## src/rtl/scu_params.svh

```systemverilog
// Constants for the string compare unit: encodings, element sizes, cc codes.
// Assumes inclusion by the core and the testbench only.
`ifndef SCU_PARAMS_SVH
`define SCU_PARAMS_SVH
`define SCU_PFX_BW 7'b1011_101
`define SCU_PFX_LONG 8'b1011_1001
`define SCU_OP_DEC_REP 4'b1110
`define SCU_OP_DEC 4'b1010
`define SCU_OP_INC 4'b0010
`define SCU_W1_TOP 4'h0
`define SCU_STEP_BYTE 32'h0000_0001
`define SCU_STEP_WORD 32'h0000_0002
`define SCU_STEP_LONG 32'h0000_0004
`define SCU_PTR_COMPACT_MASK 32'h0000_FFFF
`define SCU_CNT_ONE 16'h0001
`define SCU_CNT_ZERO 16'h0000
`define SCU_CC_F 4'h0
`define SCU_CC_LT 4'h1
`define SCU_CC_LE 4'h2
`define SCU_CC_ULE 4'h3
`define SCU_CC_OV 4'h4
`define SCU_CC_MI 4'h5
`define SCU_CC_EQ 4'h6
`define SCU_CC_ULT 4'h7
`define SCU_CC_T 4'h8
`define SCU_CC_GE 4'h9
`define SCU_CC_GT 4'hA
`define SCU_CC_UGT 4'hB
`define SCU_CC_NOV 4'hC
`define SCU_CC_PL 4'hD
`define SCU_CC_NE 4'hE
`define SCU_CC_UGE 4'hF
`endif

```

## src/rtl/scu_pkg.sv

```systemverilog
// Types of the string compare unit.
// Assumes scu_params.svh is reachable on the include path.
`default_nettype none
package scu_pkg;
    // Element size of one compare step
    typedef enum logic [1:0] {SCU_SZ_BYTE, SCU_SZ_WORD, SCU_SZ_LONG} scu_size_type;
    // Flag word: the four flags written, the rest kept
    typedef struct packed {
        logic c;
        logic z;
        logic s;
        logic v;
        logic [3:0] other;
    } scu_flags_type;
    // Memory read request toward the access path
    typedef struct packed {
        logic req;
        logic [31:0] addr;
        scu_size_type size;
    } scu_mem_req_type;
    // Architectural results handed back to the register file
    typedef struct packed {
        logic [31:0] dst_ptr;
        logic [31:0] source_pointer;
        logic [15:0] count;
        scu_flags_type flags;
    } scu_arch_type;
endpackage : scu_pkg
`default_nettype wire

```

## src/rtl/scu_core.sv

```systemverilog
// String compare execution unit: decodes the compare-string forms, reads
// elements, compares, steps pointers and counter, writes flags.
// Assumes a memory path that answers each held request with a one-cycle ack
// and a decoder that pulses start with stable operands.
//
// Behaviour
// - Repeat decrement form steps both pointers down by 1, 2 or 4.
// - Repeat form loops until test_condition holds or counter reaches zero.
// - Compare is destination minus source; only flags change, never memory.
// - Z set when last comparison satisfies test_condition, cleared otherwise.
// - C cleared on carry out of msb, set on borrow.
// - S set when last comparison result is negative.
// - V set when decremented counter is zero.
// - Repeat form may stop between steps with pointers, counter, flags consistent.
// - Decode repeat byte/word: 1011101 W src 1110, then 0000 r dst cc.
// - Decode long single decrement: 10111001 src 1010, then 0000 r dst cc.
// - Incrementing single step: one compare, pointers up by size, counter down.
// - Compact mode uses 16-bit pointers, other modes 32-bit.
// - Decrementing single step: one compare, pointers down, counter once.
`default_nettype none
`include "scu_params.svh"
module scu_core
    import scu_pkg::*;
(
    input wire logic ref_clk,
    input wire logic sys_rst,
    input wire logic start,
    input wire logic [15:0] instr_w0,
    input wire logic [15:0] instr_w1,
    input wire logic compact_mode,
    input wire logic irq_pending,
    input wire scu_arch_type arch_in,
    output scu_mem_req_type mem_out,
    input wire logic mem_ack,
    input wire logic [31:0] mem_rdata,
    output logic busy,
    output logic done,
    output logic bad_op,
    output logic suspended,
    output scu_arch_type arch_out
);

    typedef enum logic [2:0] {ST_IDLE, ST_RD_DST, ST_RD_SRC, ST_STEP} scu_state_type;

    typedef struct packed {
        scu_state_type st;
        scu_size_type size;
        logic inc;
        logic rep;
        logic compact;
        logic [3:0] cond;
        logic [31:0] dst_data;
        scu_mem_req_type mem;
        logic busy;
        logic done;
        logic bad_op;
        logic suspended;
        scu_arch_type arch;
    } scu_regs_type;

    scu_regs_type r;
    scu_regs_type next_r;

    ////////////////////////////////////////////////////////////////////////////
    // Decode helpers

    // Size-dependent pointer step
    function automatic logic [31:0] step_of(input scu_size_type sz);
        case (sz)
            SCU_SZ_BYTE: step_of = `SCU_STEP_BYTE;
            SCU_SZ_WORD: step_of = `SCU_STEP_WORD;
            default: step_of = `SCU_STEP_LONG;
        endcase
    endfunction : step_of

    // Standard condition table on fresh compare flags
    function automatic logic cond_met(input logic [3:0] cc, input logic c, input logic z,
                                      input logic s, input logic v);
        case (cc)
            `SCU_CC_F: cond_met = 1'b0;
            `SCU_CC_LT: cond_met = s ^ v;
            `SCU_CC_LE: cond_met = z | (s ^ v);
            `SCU_CC_ULE: cond_met = c | z;
            `SCU_CC_OV: cond_met = v;
            `SCU_CC_MI: cond_met = s;
            `SCU_CC_EQ: cond_met = z;
            `SCU_CC_ULT: cond_met = c;
            `SCU_CC_T: cond_met = 1'b1;
            `SCU_CC_GE: cond_met = ~(s ^ v);
            `SCU_CC_GT: cond_met = ~(z | (s ^ v));
            `SCU_CC_UGT: cond_met = ~(c | z);
            `SCU_CC_NOV: cond_met = ~v;
            `SCU_CC_PL: cond_met = ~s;
            `SCU_CC_NE: cond_met = ~z;
            default: cond_met = ~c;
        endcase
    endfunction : cond_met

    // Left-align an element so its msb sits at bit 31
    function automatic logic [31:0] align(input logic [31:0] d, input scu_size_type sz);
        case (sz)
            SCU_SZ_BYTE: align = {d[7:0], 24'h00_0000};
            SCU_SZ_WORD: align = {d[15:0], 16'h0000};
            default: align = d;
        endcase
    endfunction : align

    // Instruction word field checks
    logic w1_ok;
    logic bw_form;
    logic long_form;
    assign w1_ok = (instr_w1[15:12] == `SCU_W1_TOP) && (instr_w1[7:4] != 4'h0);
    assign bw_form = (instr_w0[15:9] == `SCU_PFX_BW) && (instr_w0[7:4] != 4'h0);
    assign long_form = (instr_w0[15:8] == `SCU_PFX_LONG) && (instr_w0[7:4] != 4'h0);

    ////////////////////////////////////////////////////////////////////////////
    // Compare datapath: operands aligned so one 33-bit subtract serves all sizes
    logic [31:0] op_a;
    logic [31:0] op_b;
    logic [32:0] diff;
    logic f_c;
    logic f_z;
    logic f_s;
    logic f_v;
    logic [15:0] cnt_dec;
    logic [31:0] dst_nx;
    logic [31:0] src_nx;
    logic hit;

    assign op_a = align(r.dst_data, r.size);
    assign op_b = align(mem_rdata, r.size);
    assign diff = {1'b0, op_a} - {1'b0, op_b};
    assign f_c = diff[32];
    assign f_z = (diff[31:0] == 32'h0000_0000);
    assign f_s = diff[31];
    assign f_v = (op_a[31] ^ op_b[31]) & (op_a[31] ^ diff[31]);
    assign hit = cond_met(r.cond, f_c, f_z, f_s, f_v);
    assign cnt_dec = r.arch.count - `SCU_CNT_ONE;

    // Pointer steps; compact mode wraps within 16 bits
    always_comb begin
        logic [31:0] st;
        st = step_of(r.size);
        dst_nx = r.inc ? r.arch.dst_ptr + st : r.arch.dst_ptr - st;
        src_nx = r.inc ? r.arch.source_pointer + st : r.arch.source_pointer - st;
        if (r.compact) begin
            dst_nx = dst_nx & `SCU_PTR_COMPACT_MASK;
            src_nx = src_nx & `SCU_PTR_COMPACT_MASK;
        end
    end

    ////////////////////////////////////////////////////////////////////////////
    // Sequencer
    always_comb begin
        next_r = r;
        next_r.done = 1'b0;
        case (r.st)
            ST_IDLE: begin
                if (start) begin
                    next_r.bad_op = 1'b0;
                    next_r.suspended = 1'b0;
                    next_r.arch = arch_in;
                    next_r.compact = compact_mode;
                    next_r.cond = instr_w1[3:0];
                    next_r.size = instr_w0[8] ? SCU_SZ_WORD : SCU_SZ_BYTE;
                    next_r.inc = (instr_w0[3:0] == `SCU_OP_INC);
                    next_r.rep = (instr_w0[3:0] == `SCU_OP_DEC_REP);
                    if (long_form) begin
                        next_r.size = SCU_SZ_LONG;
                    end
                    if (compact_mode) begin
                        next_r.arch.dst_ptr = arch_in.dst_ptr & `SCU_PTR_COMPACT_MASK;
                        next_r.arch.source_pointer = arch_in.source_pointer
                                                     & `SCU_PTR_COMPACT_MASK;
                    end
                    // Only the three decoded opcodes run; anything else is refused
                    if (w1_ok && (bw_form || long_form) &&
                        (instr_w0[3:0] == `SCU_OP_DEC_REP || instr_w0[3:0] == `SCU_OP_DEC ||
                         instr_w0[3:0] == `SCU_OP_INC)) begin
                        next_r.st = ST_RD_DST;
                        next_r.busy = 1'b1;
                        next_r.mem.req = 1'b1;
                        next_r.mem.addr = next_r.arch.dst_ptr;
                        next_r.mem.size = next_r.size;
                    end else begin
                        next_r.bad_op = 1'b1;
                        next_r.done = 1'b1;
                    end
                end
            end
            ST_RD_DST: begin
                if (mem_ack) begin
                    next_r.dst_data = mem_rdata;
                    next_r.mem.addr = r.arch.source_pointer;
                    next_r.st = ST_RD_SRC;
                end
            end
            ST_RD_SRC: begin
                if (mem_ack) begin
                    // One basic step: flags, pointers, counter all update together
                    next_r.mem.req = 1'b0;
                    next_r.arch.flags.c = f_c;
                    next_r.arch.flags.z = hit;
                    next_r.arch.flags.s = f_s;
                    next_r.arch.flags.v = (cnt_dec == `SCU_CNT_ZERO);
                    next_r.arch.dst_ptr = dst_nx;
                    next_r.arch.source_pointer = src_nx;
                    next_r.arch.count = cnt_dec;
                    next_r.st = ST_STEP;
                end
            end
            ST_STEP: begin
                // Stop after a single form, on hit or exhausted count, else yield to a pending interrupt
                if (!r.rep || r.arch.flags.z || r.arch.flags.v) begin
                    next_r.st = ST_IDLE;
                    next_r.busy = 1'b0;
                    next_r.done = 1'b1;
                end else if (irq_pending) begin
                    next_r.st = ST_IDLE;
                    next_r.busy = 1'b0;
                    next_r.done = 1'b1;
                    next_r.suspended = 1'b1;
                end else begin
                    next_r.st = ST_RD_DST;
                    next_r.mem.req = 1'b1;
                    next_r.mem.addr = r.arch.dst_ptr;
                end
            end
            default: next_r.st = ST_IDLE;
        endcase
    end

    // State register; other flag bits ride through untouched
    always_ff @(posedge ref_clk) begin
        if (sys_rst) begin
            r <= '0;
        end else begin
            r <= next_r;
        end
    end

    assign mem_out = r.mem;
    assign busy = r.busy;
    assign done = r.done;
    assign bad_op = r.bad_op;
    assign suspended = r.suspended;
    assign arch_out = r.arch;
endmodule : scu_core
`default_nettype wire

```

## config.mk

```make
export PLATFORM = sky130hd
export DESIGN_NAME = scu_core
export DESIGN_NICKNAME = d
export VERILOG_FILES = /design/src/rtl/scu_pkg.sv /design/src/rtl/scu_core.sv
export VERILOG_INCLUDE_DIRS = /design/src /design/src/rtl
export SDC_FILE = /design/constraint.sdc
export NUM_CORES = 1
export LEC_CHECK = 0
export ABC_CLOCK_PERIOD_IN_PS = 9100
export BUFFER_PORTS_ARGS = -buffer_cell sky130_fd_sc_hd__buf_2
export CAP_MARGIN = 25
export CORE_UTILIZATION = 57
export DETAILED_ROUTE_END_ITERATION = 6
export PLACE_DENSITY = 0.79
export SETUP_SLACK_MARGIN = 0.15
export SLEW_MARGIN = 25
export SYNTH_ARGS = -nofsm -noshare
export SYNTH_HDL_FRONTEND = slang
export SYNTH_SLANG_ARGS = --single-unit
```

## constraint.sdc

```tcl
create_clock -name ref_clk -period 9.1 [get_ports ref_clk]
set_input_delay 2.275 -clock ref_clk [delete_from_list [all_inputs] [get_ports ref_clk]]
set_output_delay 2.275 -clock ref_clk [all_outputs]
set_load 0.02 [all_outputs]
```

==> metrics.md <==
| Metric | Value |
|---|---|
| Outcome | `finished clean` |
| Cells along the critical path | `buf_2 > nand2_1 > ha_1 > or4_1 > o22ai_1 > o211a_1 > o21ai_1 > a32oi_1 > o21ai_1 > a21o_1 > a21oi_1 > o21ai_1 > fa_1 > or3b_1 > a221o_1 > or4_4 > a2111oi_4 > nand4_1 > nor4_2 > and4_1 > nand4_1 > o31a_1 > a311o_1` |
| Starting density of the core | `between 50 and 60%` |
| Portion of total power attributed to the clock network | `35.5%` |
| Antenna violations before repair | `2` |
| Topmost layer with routed signal wires | `met4` |
| Placeable Area | `~0.025 sq mm` |
| Aggregate global-route resource usage | `a little over a third` |
| Critical path type | `in2reg` |
| Total Nets Final | `2,325` |
| Row cnt | `58` |
| Hold EP | `arch_out[0]` |
| Quantity of hold-fixing buffers added after cts | `0` |
| Number of global-route vias before repair | `between 10,000 and 15,000` |
| Met3 wirelength from detailed routing | `4906 um` |
| Worst R2R Start | `r[166]` |
| Filler Cell Count | `2,284` |
| Nets in the synthesized netlist | `around 2,300` |
| Final GP Congestion | `~0.97` |
| Largest incremental delay on the critical path | `0.55 ns` |
| Synth Area per Inst | `about 7.3 sq um` |
| Startpoint type of the worst setup path | `input pin` |
| Register share of total power | `around 37%` |
| HP Class | `reg2reg` |
| Sequential element share of the synthesized area | `23.32%` |
| Synth async-reset ratio | `0%` |
| Post-CTS setup buffers | `0` |
| Critical hold path startpoint | `arch_out[0]` |
| DR pass1 iterations | `6` |
| Level count of the clock H-tree | `4` |
| Number of synthesized flops with an enable pin | `0` |
| Final setup violating endpoints | `0` |
| TritonCTS sink count | `170` |
| R2r setup slk | `about 1.8 ns` |
| Length in cells of the worst reg-to-reg path | `28` |
| Hold violation count in the final report | `0` |
| Total of max-cap violations | `0` |
| Final wirelength | `about 47,000 um` |
| Remaining antenna violation count | `0` |
| Estimated wirelength of the detail-placed design | `33,380 um` |
| Cell seen most often among critical-path stages | `o21ai_1` |
| Worst path required time | `9.43 ns` |
| Die area | `approximately 0.026 sq mm` |
| Cts bufs inserted | `17` |
| GRT overflow | `0` |
| Mean routed wirelength per cell | `roughly 20 um` |
| Placed Area | `~0.015 sq mm` |
| Count of cells resized by post-cts repair | `0` |
| Maximum buffer depth of the clock tree | `2` |
| Max Fclk | `approximately 130 MHz` |
| Layout-stage area growth over the synthesis result | `8.032%` |
| Largest delay contributor family on the critical path | `compound AO/OA/AOI/OAI gates` |
| Worst path bufs/invs | `1` |
| Switching portion of total power | `35.35%` |
| Total via count after detailed routing | `15,461` |
| Unrepaired setup endpoints after global routing | `no` |
| Rel. slew slack | `30.90%` |
| Synthesis warning total | `0` |
| DR WL met2 | `20,930 um` |
| Final worst path period share | `87.40%` |
| Prevailing post-synth register cell | `dfxtp_1` |
| Logic gate share of total power | `27.6%` |
| Leading cell types by total area after synthesis | `dfxtp_1 23%, ha_1 8.7%, buf_4 6.4%, a21oi_1 6.0%, nor2_1 5.7%` |
| Largest fanout on the critical path | `7` |
| Static leakage | `slightly below 7 nW` |
| Syn Inst Count | `1,991` |
| Setup crit end kind | `flop` |
| Worst hold slack after final layout | `0.4552 ns` |
| Area fraction of the dominant cell type after synthesis | `23.32%` |
| End of the worst register-to-register path | `arch_out[6]` |
| Synthesis-stage register bit count | `170` |
| VDD IR max | `around 110 uV` |
| IO Count | `285` |
| Internal power summed over all cells | `~1.4 mW` |
| Die Wd | `roughly 160 um` |
| Area of the mapped netlist | `~0.015 sq mm` |
| Number of vias per cell | `6.426` |
| Maximum number of pins on one net before global-route repair | `between 100 and 150` |
| Max-slew violation total from the final report | `0` |
| Master of the slowest instance on the critical path | `or4_1` |
| Cell type contributing the most total cell area after synthesis | `dfxtp_1` |
| Total net switching power | `771.2 uW` |
| TritonCTS clock tree | `yes` |
| Shortest period the worst path allows | `just under 8 ns` |
| DRC | `0` |
| Most repeated cell in the gate-level netlist after synthesis | `nor2_1` |
| Max Clock Skew | `~0.017 ns` |
| Source-to-sink clock delay at the later pin of the worst-skew pair | `~0.44 ns` |
| Wire length of the first global-routing pass | `approximately 74,000 um` |
| Wl on met1 | `roughly 20,000 um` |
| Setup TNS | `0 ns` |
| Master cell of the clock root buffer | `clkbuf_16` |
| Worst path arrival time | `about 8.3 ns` |
| Reg clk slew, reported paths | `around 0.080 ns` |
| Unique masters post-synth | `96` |
| Cells on Worst Hold Path | `2` |
| Pwr dens | `approximately 140 mW/mm^2` |
| Actual transition at the worst max-transition pin | `1.036 ns` |
| Overall die height | `about 160 um` |
| Number of DRC markers in iteration 0 | `2,083` |
| Final non-filler cell area | `0.01577 sq mm` |
| Port bufs | `280` |
| Top cells by instance count after synthesis | `223 x nor2_1, 210 x nand2_1, 175 x a21oi_1, 170 x dfxtp_1, 125 x buf_4` |
| Share of post-route cells with drive strength above 1 | `17.94%` |
-- tightest hold or removal path: stages, from the launching register on --
cell,delay (ns)
dfxtp_1,0.31
nand2_1,0.05
a21oi_1,0.05
-- cell usage in the layout (no fill, tap or decap), types with 7 or more instances in the layout --
cell type	netlist	final
mux2i_1	26	26
or3_1	14	14
o21ai_1	19	19
nand4_1	11	11
inv_1	51	50
ha_1	102	101
a31oi_1	58	58
o211ai_1	13	13
nor2b_1	9	9
o21a_1	10	10
nor3_1	79	78
a21o_1	34	34
xor2_1	24	24
xnor2_1	40	40
nor4_1	13	13
a221oi_1	31	31
o21bai_1	7	7
clkbuf_16	0	17
nor3b_1	12	12
dfxtp_1	170	170
a21oi_1	175	175
a22oi_1	37	37
and2_1	22	21
buf_4	125	20
a211oi_1	75	75
buf_2	1	279
nand2_1	210	209
and3_1	19	19
o21ai_0	72	72
nand3_1	36	36
nand2b_1	9	9
nor2_1	223	219
-- power by group through the flow --
| stage | clock network, mW | registers, mW | logic (mW) |
|---|---|---|---|
| after floorplan | 0 | 0.808 | 0.464 |
| after global placement | 0 | 0.820 | 0.571 |
| after detailed placement | 0 | 0.822 | 0.582 |
| after CTS | 0.775 | 0.804 | 0.589 |
| after global routing | 0.809 | 0.809 | 0.657 |
| final | 0.774 | 0.806 | 0.601 |
-- cell families after synthesis --
kind of cell	after synthesis	share of synthesized area (%)
buf+inv	303	11.22
fa+ha+maj	106	9.292
flops	170	23.32
mux	28	1.937
simple gates	690	21.70
xor+xnor	64	3.840
compound gates	630	28.69
-- registers in the layout, indices dropped and copies added (netlist names) --
| name | cells |
|---|---|
| done | 1 |
| bad_op | 1 |
| suspended | 1 |
| r | 43 |
| arch_out | 88 |
| mem_out | 35 |
| busy | 1 |
-- metal layers --
metal	vias up	track usage, %
met3	105	7.048
met2	892	55.36
met1	7178	47.28
met5	-	0
met4	0	10.85
li1	7286	-
-- through the flow --
stage	instances	setup WS (ns)	power, mW	utilization [%]
after floorplan	1991	1.607	1.272	-
after global placement	2372	0.8661	1.392	60.18
after detailed placement	2372	0.8160	1.403	60.21
after CTS	2404	1.259	2.169	62.60
after global routing	2405	0.9016	2.276	62.61
final	2406	1.147	2.181	62.62
-- final cells by class --
cell class	instances	area [sq um]	area share, %
clock inverter	15	177.7	1.127
sequential	170	3403	21.58
timing repair buffer	300	1558	9.879
inverter	54	205.2	1.301
tap	330	412.9	2.618
clock buffer	17	425.4	2.698
antenna	2	5.005	0.03174
multi-input combinational	1518	9582	60.76
-- worst max path at each step --
stage	from	end	slack (ns)	cells after the start
2_1_floorplan	mem_rdata[4]	arch_out[6]	1.61	22
3_5_place_dp	mem_rdata[4]	arch_out[6]	0.82	23
4_1_cts	mem_rdata[4]	arch_out[6]	1.26	23
3_3_place_gp	mem_rdata[4]	arch_out[6]	0.87	23
5_1_grt	mem_rdata[4]	arch_out[6]	0.90	23
6_report	mem_rdata[4]	arch_out[6]	1.15	23
(Power assumes the default switching activity.)
